$ cat src/hw/dsapc_pkg.sv
// ****************************************************************************
// Shared constants and types of the dual converter serial and power control.
// ****************************************************************************
package dsapc_pkg;

  // **************************************************************************
  // Widths.
  // **************************************************************************
  localparam int RESULT_W = 14;  // Width of one converter result.
  localparam int CNT_W    = 6;   // Width of the serial clock falling edge counter.
  localparam int WAKE_W   = 18;  // Width of the wake delay counter.

  // **************************************************************************
  // Falling edge counts that mark points of a frame.
  // **************************************************************************
  localparam logic [CNT_W-1:0] FALL_GLITCH = 6'h02;  // Below this a rise is a glitch.
  localparam logic [CNT_W-1:0] FALL_KEEP   = 6'h0a;  // From this the device stays powered.
  localparam logic [CNT_W-1:0] FALL_WORD   = 6'h10;  // One result word is complete.
  localparam logic [CNT_W-1:0] FALL_DUAL   = 6'h20;  // Both results have been shifted.
  localparam logic [3:0]       LEAD_BITS   = 4'h2;   // Leading zeros of each word.
  localparam logic [3:0]       LAST_INDEX  = 4'hf;   // Bit index base of a word.

  // **************************************************************************
  // Timing constants.
  // **************************************************************************
  localparam int CLK_PERIOD_NS   = 40;   // Period of the reference clock.
  localparam int PARTIAL_WAKE_NS = 200;  // Wake delay from partial power-down.
  localparam int FULL_WAKE_MS    = 6;    // Full wake delay from full power-down.
  localparam int PARTIAL_WAKE_CYC = (PARTIAL_WAKE_NS + CLK_PERIOD_NS - 1) / CLK_PERIOD_NS;
  localparam int FULL_WAKE_CYC    = (FULL_WAKE_MS * 1000000 + CLK_PERIOD_NS - 1) / CLK_PERIOD_NS;

  // **************************************************************************
  // Types.
  // **************************************************************************
  // Power state of the converter pair.
  typedef enum logic [1:0] {
    DSAPC_NORMAL,
    DSAPC_PARTIAL,
    DSAPC_FULL
  } dsapc_mode_t;

  // One three-state serial data line: level and active-low output enable.
  typedef struct packed {
    logic data;
    logic oe_n;
  } dsapc_line_t;

endpackage : dsapc_pkg

$ cat src/hw/dsapc_pin_sync.sv
`timescale 1ns/100ps
`default_nettype none

// ****************************************************************************
// Two-stage synchroniser with edge detection for one pin.
// ****************************************************************************
module dsapc_pin_sync #(
  parameter logic RESET_LEVEL = 1'b1  // Level held by all stages in reset.
) (
  // Clock and reset.
  input  wire logic i_ref_clk,
  input  wire logic i_rst_n,
  // Pin and synchronised results.
  input  wire logic i_pin,
  output logic      o_level,
  output logic      o_rise,
  output logic      o_fall
);

  logic meta_reg;   // First stage, read only by the second.
  logic sync_reg;   // Second stage, the usable level.
  logic prev_reg;   // Delayed level for edge detection.
  logic meta_next;  // Next first stage.
  logic sync_next;  // Next second stage.
  logic prev_next;  // Next delayed level.

  // Next values of the three stages.
  always_comb begin
    meta_next = i_pin;
    sync_next = meta_reg;
    prev_next = sync_reg;
  end

  // Register the stages.
  always_ff @(posedge i_ref_clk) begin
    if (!i_rst_n) begin
      meta_reg <= RESET_LEVEL;
      sync_reg <= RESET_LEVEL;
      prev_reg <= RESET_LEVEL;
    end else begin
      meta_reg <= meta_next;
      sync_reg <= sync_next;
      prev_reg <= prev_next;
    end
  end

  // Level and one-cycle edge pulses, taken from the second stage onward.
  assign o_level = sync_reg;
  assign o_rise  = sync_reg & ~prev_reg;
  assign o_fall  = ~sync_reg & prev_reg;

endmodule  // dsapc_pin_sync

`default_nettype wire

$ cat src/hw/dsapc_serial_power.sv
`timescale 1ns/100ps
`default_nettype none

module dsapc_serial_power #(
  parameter int FULL_WAKE_CYCLES = dsapc_pkg::FULL_WAKE_CYC  // Wake delay from full power-down.
) (
  // Clock and reset.
  input  wire logic                        i_ref_clk,
  input  wire logic                        i_rst_n,
  // Serial pins from the host.
  input  wire logic                        i_cs_n,
  input  wire logic                        i_sclk,
  // Results of the converter cores.
  input  wire logic [dsapc_pkg::RESULT_W-1:0] i_sample_a,
  input  wire logic [dsapc_pkg::RESULT_W-1:0] i_sample_b,
  // Serial data lines.
  output dsapc_pkg::dsapc_line_t           o_serial_out_a,
  output dsapc_pkg::dsapc_line_t           o_serial_out_b,
  // Converter state.
  output dsapc_pkg::dsapc_mode_t           o_power_mode,
  output logic                             o_powered,
  output logic                             o_track
);
  import dsapc_pkg::*;

  // **************************************************************************
  // Pin synchronisers.
  // **************************************************************************
  logic cs_n_lvl;   // Synchronised select level.
  logic cs_rise;    // Select rose this cycle.
  logic cs_fall;    // Select fell this cycle.
  logic sclk_rise;  // Serial clock rose this cycle.
  logic sclk_fall;  // Serial clock fell this cycle.

  dsapc_pin_sync #(.RESET_LEVEL(1'b1)) u_cs_sync (
    .i_ref_clk (i_ref_clk),
    .i_rst_n   (i_rst_n),
    .i_pin     (i_cs_n),
    .o_level   (cs_n_lvl),
    .o_rise    (cs_rise),
    .o_fall    (cs_fall)
  );

  dsapc_pin_sync #(.RESET_LEVEL(1'b1)) u_sclk_sync (
    .i_ref_clk (i_ref_clk),
    .i_rst_n   (i_rst_n),
    .i_pin     (i_sclk),
    .o_level   (),
    .o_rise    (sclk_rise),
    .o_fall    (sclk_fall)
  );

  // **************************************************************************
  // Bit selection.
  // **************************************************************************
  // Picks the bit shown after a given count of falling edges.
  function automatic logic serial_bit(input logic [CNT_W-1:0]    cnt,
                                      input logic [RESULT_W-1:0] first,
                                      input logic [RESULT_W-1:0] second);
    logic [3:0] idx;
    idx = LAST_INDEX - cnt[3:0];
    if (cnt[3:0] < LEAD_BITS) begin
      // Leading zeros of either word, the second pair leading the second word.
      serial_bit = 1'b0;
    end else if (cnt[4]) begin
      serial_bit = second[idx];
    end else begin
      serial_bit = first[idx];
    end
  endfunction

  // **************************************************************************
  // Frame and power state.
  // **************************************************************************
  dsapc_mode_t         mode_reg,     mode_next;      // Power state.
  logic [WAKE_W-1:0]   wake_reg,     wake_next;      // Remaining wake delay.
  logic                waking_reg,   waking_next;    // A wake frame is in progress.
  logic [CNT_W-1:0]    cnt_reg,      cnt_next;       // Falling edges in this frame.
  logic [CNT_W-1:0]    cnt_inc;                      // Count after one more edge.
  dsapc_line_t         line_a_reg,   line_a_next;    // Data line A.
  dsapc_line_t         line_b_reg,   line_b_next;    // Data line B.
  logic                track_reg,    track_next;     // Sampling stage tracks.
  logic                powered_reg,  powered_next;   // Fully powered.
  logic [RESULT_W-1:0] sample_a_reg, sample_a_next;  // Held sample A under conversion.
  logic [RESULT_W-1:0] sample_b_reg, sample_b_next;  // Held sample B under conversion.
  logic [RESULT_W-1:0] prev_a_reg,   prev_a_next;    // Last completed result A.
  logic [RESULT_W-1:0] prev_b_reg,   prev_b_next;    // Last completed result B.
  logic [RESULT_W-1:0] shadow_a_reg, shadow_a_next;  // Result A being shifted out.
  logic [RESULT_W-1:0] shadow_b_reg, shadow_b_next;  // Result B being shifted out.

  // Next state of the whole frame and power logic.
  always_comb begin
    mode_next     = mode_reg;
    wake_next     = wake_reg;
    waking_next   = waking_reg;
    cnt_next      = cnt_reg;
    cnt_inc       = cnt_reg + 6'h01;
    line_a_next   = line_a_reg;
    line_b_next   = line_b_reg;
    track_next    = track_reg;
    sample_a_next = sample_a_reg;
    sample_b_next = sample_b_reg;
    prev_a_next   = prev_a_reg;
    prev_b_next   = prev_b_reg;
    shadow_a_next = shadow_a_reg;
    shadow_b_next = shadow_b_reg;
    // The wake delay runs down on the reference clock alone.
    if (wake_reg != '0) begin
      wake_next = wake_reg - 18'h00001;
    end
    if (cs_fall) begin
      // Hold, sample, drive the first leading zero and start converting.
      cnt_next      = '0;
      track_next    = 1'b0;
      sample_a_next = i_sample_a;
      sample_b_next = i_sample_b;
      shadow_a_next = prev_a_reg;
      shadow_b_next = prev_b_reg;
      line_a_next   = '{data: 1'b0, oe_n: 1'b0};
      line_b_next   = '{data: 1'b0, oe_n: 1'b0};
      if (mode_reg == DSAPC_PARTIAL) begin
        wake_next   = WAKE_W'(PARTIAL_WAKE_CYC);
        waking_next = 1'b1;
      end else if (mode_reg == DSAPC_FULL) begin
        wake_next   = WAKE_W'(FULL_WAKE_CYCLES);
        waking_next = 1'b1;
      end
    end else if (cs_rise) begin
      // Abort the conversion and release both lines at once.
      line_a_next = '{data: 1'b0, oe_n: 1'b1};
      line_b_next = '{data: 1'b0, oe_n: 1'b1};
      if (cnt_reg < FALL_GLITCH) begin
        // A glitch: keep the mode, and a started wake collapses again.
        if (mode_reg != DSAPC_NORMAL) begin
          waking_next = 1'b0;
          wake_next   = '0;
        end
      end else if (cnt_reg < FALL_KEEP) begin
        // Power-down takes effect here without any further clock pulse.
        mode_next   = (mode_reg == DSAPC_NORMAL) ? DSAPC_PARTIAL : DSAPC_FULL;
        waking_next = 1'b0;
        wake_next   = '0;
      end
      // Powered devices go back to tracking; powered-down ones stay in hold.
      track_next = (mode_next == DSAPC_NORMAL);
    end else if (!cs_n_lvl) begin
      if (sclk_fall && (cnt_reg != FALL_DUAL)) begin
        cnt_next = cnt_inc;
        // Past the tenth falling edge the device stays powered.
        if (cnt_inc == FALL_KEEP) begin
          mode_next   = DSAPC_NORMAL;
          waking_next = 1'b0;
        end
        // The conversion completes and becomes the next frame's result.
        if (cnt_inc == FALL_WORD) begin
          prev_a_next = sample_a_reg;
          prev_b_next = sample_b_reg;
        end
        if (cnt_inc == FALL_DUAL) begin
          // A released line shows low, just as after a select rise.
          line_a_next = '{data: 1'b0, oe_n: 1'b1};
          line_b_next = '{data: 1'b0, oe_n: 1'b1};
        end else begin
          // Data change on falling edges, so rising-edge capture also works.
          line_a_next.data = serial_bit(cnt_inc, shadow_a_reg, shadow_b_reg);
          line_b_next.data = serial_bit(cnt_inc, shadow_b_reg, shadow_a_reg);
        end
      end
      // Waking from partial power-down the stage tracks after any first edge.
      if (waking_reg && (mode_reg == DSAPC_PARTIAL) && (sclk_fall || sclk_rise)) begin
        track_next = 1'b1;
      end
      // After the sixteenth falling edge the next rising edge releases the hold.
      if (sclk_rise && (cnt_reg >= FALL_WORD)) begin
        track_next = 1'b1;
      end
    end
    powered_next = ((mode_next == DSAPC_NORMAL) || waking_next) && (wake_next == '0);
  end

  // Register the frame and power state.
  always_ff @(posedge i_ref_clk) begin
    if (!i_rst_n) begin
      mode_reg     <= DSAPC_NORMAL;
      wake_reg     <= '0;
      waking_reg   <= 1'b0;
      cnt_reg      <= '0;
      line_a_reg   <= '{data: 1'b0, oe_n: 1'b1};
      line_b_reg   <= '{data: 1'b0, oe_n: 1'b1};
      track_reg    <= 1'b1;
      powered_reg  <= 1'b1;
      sample_a_reg <= '0;
      sample_b_reg <= '0;
      prev_a_reg   <= '0;
      prev_b_reg   <= '0;
      shadow_a_reg <= '0;
      shadow_b_reg <= '0;
    end else begin
      mode_reg     <= mode_next;
      wake_reg     <= wake_next;
      waking_reg   <= waking_next;
      cnt_reg      <= cnt_next;
      line_a_reg   <= line_a_next;
      line_b_reg   <= line_b_next;
      track_reg    <= track_next;
      powered_reg  <= powered_next;
      sample_a_reg <= sample_a_next;
      sample_b_reg <= sample_b_next;
      prev_a_reg   <= prev_a_next;
      prev_b_reg   <= prev_b_next;
      shadow_a_reg <= shadow_a_next;
      shadow_b_reg <= shadow_b_next;
    end
  end

  // Outputs straight from the registers.
  assign o_serial_out_a = line_a_reg;
  assign o_serial_out_b = line_b_reg;
  assign o_power_mode   = mode_reg;
  assign o_powered      = powered_reg;
  assign o_track        = track_reg;

  // **************************************************************************
  // Assertions.
  // **************************************************************************
  glitch_keep_a : assert property (@(posedge i_ref_clk) disable iff (!i_rst_n)
    (cs_rise && (cnt_reg < FALL_GLITCH) && (mode_reg == DSAPC_NORMAL))
      |=> (mode_reg == DSAPC_NORMAL))
    else $error("Glitch on select changed the power mode.");

  partial_entry_a : assert property (@(posedge i_ref_clk) disable iff (!i_rst_n)
    (cs_rise && (cnt_reg >= FALL_GLITCH) && (cnt_reg < FALL_KEEP) && (mode_reg == DSAPC_NORMAL))
      |=> (mode_reg == DSAPC_PARTIAL) && !o_track)
    else $error("Interrupted frame did not enter partial power-down.");

  full_entry_a : assert property (@(posedge i_ref_clk) disable iff (!i_rst_n)
    (cs_rise && (cnt_reg >= FALL_GLITCH) && (cnt_reg < FALL_KEEP) && (mode_reg == DSAPC_PARTIAL))
      |=> (mode_reg == DSAPC_FULL) && !o_powered)
    else $error("Second interrupted frame did not enter full power-down.");

  keep_power_a : assert property (@(posedge i_ref_clk) disable iff (!i_rst_n)
    (cs_rise && (cnt_reg >= FALL_KEEP) && (cnt_reg < FALL_WORD))
      |=> (mode_reg == DSAPC_NORMAL) && line_a_reg.oe_n && line_b_reg.oe_n)
    else $error("Late abort did not stay powered with lines released.");

  rise_release_a : assert property (@(posedge i_ref_clk) disable iff (!i_rst_n)
    cs_rise |=> (line_a_reg.oe_n && line_b_reg.oe_n))
    else $error("Select rise left a data line driven.");

  dual_end_a : assert property (@(posedge i_ref_clk) disable iff (!i_rst_n)
    (!cs_n_lvl && !cs_rise && !cs_fall && sclk_fall && (cnt_reg == FALL_DUAL - 6'h01))
      |=> (line_a_reg.oe_n && line_b_reg.oe_n))
    else $error("Dual readout did not release at the last falling edge.");

  lead_zero_a : assert property (@(posedge i_ref_clk) disable iff (!i_rst_n)
    cs_fall |=> (!line_a_reg.oe_n && !line_a_reg.data && !line_b_reg.oe_n && !o_track))
    else $error("Select fall did not hold and drive a leading zero.");

  part_wake_a : assert property (@(posedge i_ref_clk) disable iff (!i_rst_n)
    (cs_fall && (mode_reg == DSAPC_PARTIAL)) ##1 (!cs_n_lvl && !cs_rise)[*6] |-> o_powered)
    else $error("Partial wake took longer than its delay.");

  result_latency_a : assert property (@(posedge i_ref_clk) disable iff (!i_rst_n)
    cs_fall |=> ((shadow_a_reg == $past(prev_a_reg)) && (shadow_b_reg == $past(prev_b_reg))))
    else $error("Frame does not carry the previous result.");

  swap_word_a : assert property (@(posedge i_ref_clk) disable iff (!i_rst_n)
    (!line_a_reg.oe_n && (cnt_reg == 6'h14))
      |-> ((line_a_reg.data == shadow_b_reg[11]) && (line_b_reg.data == shadow_a_reg[11])))
    else $error("Second word is not the other converter's result.");

  track_return_a : assert property (@(posedge i_ref_clk) disable iff (!i_rst_n)
    (!cs_n_lvl && !cs_rise && !cs_fall && sclk_rise && (cnt_reg >= FALL_WORD)) |=> o_track)
    else $error("Stage did not return to track after the word.");

endmodule  // dsapc_serial_power

`default_nettype wire

$ cat config.mk
export PLATFORM = sky130hd
export DESIGN_NAME = dsapc_serial_power
export DESIGN_NICKNAME = d
export VERILOG_FILES = /design/src/hw/dsapc_pkg.sv /design/src/hw/dsapc_pin_sync.sv /design/src/hw/dsapc_serial_power.sv
export SDC_FILE = /design/constraint.sdc
export NUM_CORES = 1
export LEC_CHECK = 0
export BUFFER_PORTS_ARGS = -buffer_cell sky130_fd_sc_hd__buf_4
export CAP_MARGIN = 10
export CELL_PAD_IN_SITES_DETAIL_PLACEMENT = 0
export CELL_PAD_IN_SITES_GLOBAL_PLACEMENT = 1
export CORE_UTILIZATION = 48
export DETAILED_ROUTE_END_ITERATION = 10
export PLACE_DENSITY = 0.91
export SYNTH_ARGS = -nofsm -noshare
export SYNTH_HDL_FRONTEND = slang
export SYNTH_SLANG_ARGS = --single-unit
$ cat constraint.sdc
create_clock -name i_ref_clk -period 3.35 [get_ports i_ref_clk]
set_input_delay 0.67 -clock i_ref_clk [delete_from_list [all_inputs] [get_ports i_ref_clk]]
set_output_delay 0.67 -clock i_ref_clk [all_outputs]
set_load 0.01 [all_outputs]
==> impl_metrics.json <==
{
  "antennaDiodeCount": 0,
  "io_pins": 40,
  "cts_resized": 0,
  "nets": 649,
  "synth_area_um2": 5900,
  "start_util": 0.491,
  "synth-edff-count": 0,
  "largest_reg_flops": 18,
  "ys_seq_elements": 122,
  "avgSynthCellArea_um2": 10.2,
  "area_growth_pct": 15.1,
  "pwr-share-clk": 0.386,
  "sw_frac_of_total": 0.309,
  "synth_most_common_cell": "dfxtp_1",
  "comb_power_share": 0.255,
  "power-per-cell-area_nw_per_um2": 685,
  "placed_area_um2": 6200,
  "drc": 0,
  "max_cap_violations": 0,
  "async_flop_share": 0,
  "synth_cells": 577,
  "post_drt_wl_per_cell_um": 15.2,
  "post-route-min-period_ps": 2700,
  "cts.clk_slew.worst_paths_ps": 50,
  "pwr-share-seq": 0.359,
  "cp_max_fo": 28,
  "yosysWarnings": 0,
  "criticalPathCategory": "register to register",
  "drtAntennaViolNets": 0,
  "drt_iter0_drc": 242,
  "setup_slack_ps": 654,
  "worstPathRequired_ps": 3660,
  "ys_dominant_reg_cell": "dfxtp_1",
  "synth_area_leader_cell": "dfxtp_1",
  "io_buffers": 39,
  "skew_ps": 10.2,
  "p_total_uw": 4660,
  "postCtsSetupBuffers": 0,
  "synth_commonest_cells": "dfxtp_1 (122), nor2b_1 (92), mux2i_1 (91), nand2_1 (27), nor2_1 (22)",
  "via_per_inst": 5.45,
  "setup_violations": 0,
  "intPower_uw": 3220,
  "dieArea_um2": 12700,
  "grt-ovfl-total": 0,
  "cts_tree": "done",
  "p_leak_uw": 0.00237,
  "yosys-top-cells-area": "dfxtp_1 (41%), mux2i_1 (15%), nor2b_1 (9.8%), mux4_2 (2.3%), ha_1 (2.1%)",
  "maxSlewViolCount": 0,
  "status": "finished, final reports clean",
  "ir_drop_uv": 386,
  "drive_gt1_frac": 0.168,
  "htreeDepth": 4,
  "period_share": 0.805,
  "synth.top_cell.area_share": 0.414,
  "dr.pass1.iters": 4,
  "p_sw_uw": 1440,
  "tightest_slew_ps": 998,
  "cp-start-kind": "register",
  "setup_tns_ps": 0,
  "rsz0062_at_grt": "no",
  "antenna_found_initial": 0,
  "core_um2": 12000,
  "dpl.hpwl_um": 7800,
  "grt_pass1_wl_um": 19500,
  "maxSlewHeadroom": 0.335,
  "gr-usage-met2": 0.324,
  "holdWs_ps": 413,
  "final_area_um2": 6790,
  "hold_viol": 0,
  "routed_wl_um": 11600,
  "ys_types": 66,
  "arrival_ps": 3010,
  "grt_use_total": 0.195,
  "clockBufferDepth": 2,
  "vias": 4174,
  "grt_max_degree": 63,
  "place_congestion": 0.833,
  "use_met3": 0.0562,
  "die-width_um": 113,
  "clock_latency_ps": 420,
  "numClockSinks": 122,
  "worst_setup_path_end_kind": "register",
  "place_ws_ps": 691,
  "syn_nets": 619,
  "grt_pass1_vias": 4098,
  "seq_area_frac_synth": 0.414,
  "hp-class": "register to register",
  "global_route.usage.met1": 0.236,
  "cts_made_buffers": 17,
  "die_height_um": 113,
  "ctsHoldBuffers": 0,
  "fmax_ghz": 0.371,
  "cts-root-buf": "clkbuf_16",
  "grt.busiest_layer": "met2",
  "rows": 40
}
layer usage:
metal	vias up	share of wire
li1	2100	-
met1	1980	0.46
met2	73	0.49
met3	21	0.031
met4	0	0.020
met5	-	0
cell families (layout without fill, tap and decap cells):
kind of cell	Yosys count	count (layout)	share of synthesized area
AO/OA/AOI/OAI	71	71	0.0899
XOR/XNOR	14	14	0.0233
adder cells (fa/ha/maj)	13	13	0.0263
buffers and inverters	46	88	0.0505
flip-flops	122	122	0.414
multiplexers	97	97	0.177
AND/OR/NAND/NOR	214	214	0.219
cell type report:
type | count | area (um^2)
clock inverters | 10 | 118
flip-flops and latches | 122 | 2440
well taps | 147 | 184
clock buffers | 21 | 470
multi-input cells | 409 | 3180
fillers | 1028 | 5220
inverters | 12 | 45.0
repair buffers | 45 | 350
final timing paths:
kind,from,to,slack (ps),depth (start not counted)
hold reg to reg,u_cs_sync.meta_reg,u_cs_sync.o_level,410,1
hold / removal,u_cs_sync.meta_reg,u_cs_sync.o_level,410,1
setup reg to reg,cnt_reg[1],prev_b_reg[7],650,9
setup / recovery,cnt_reg[1],prev_b_reg[7],650,9
cell usage in the layout (no fill, tap or decap), types with 6 or more instances in the layout:
| master | count |
|---|---|
| xnor2_1 | 6 |
| ha_1 | 9 |
| and2_1 | 7 |
| nand2b_1 | 10 |
| a21oi_1 | 11 |
| buf_4 | 44 |
| nor3_1 | 7 |
| xor2_1 | 6 |
| o21ai_0 | 12 |
| dfxtp_1 | 122 |
| nor2_1 | 22 |
| mux2i_1 | 91 |
| clkbuf_16 | 17 |
| nand2_1 | 27 |
| nand3_1 | 13 |
| nor2b_1 | 92 |
| mux4_2 | 6 |
| inv_1 | 12 |
worst max-delay path, cell delays in order (launching register included):
cell and delay (ps):
dfxtp_1 480, inv_1 120, ha_1 190, and2_1 190
a2111oi_4 450, nand3_2 210, nor4_4 350, buf_12 270
mux2i_1 250, nor2b_1 70
stage by stage:
stage / instances / utilization
after floorplan: 577 / -
after global placement: 735 / 0.517
after detailed placement: 735 / 0.517
after CTS: 766 / 0.566
after global routing: 766 / 0.566
final: 766 / 0.566
power groups by stage:
stage,Combinational [uW],Clock [uW],Sequential [uW]
after floorplan,956,0,1670
after CTS,1180,1830,1670
after global routing,1330,1910,1690
final,1190,1800,1670
after global placement,1160,0,1690
after detailed placement,1180,0,1700
Power figures use the tool's default switching activity.
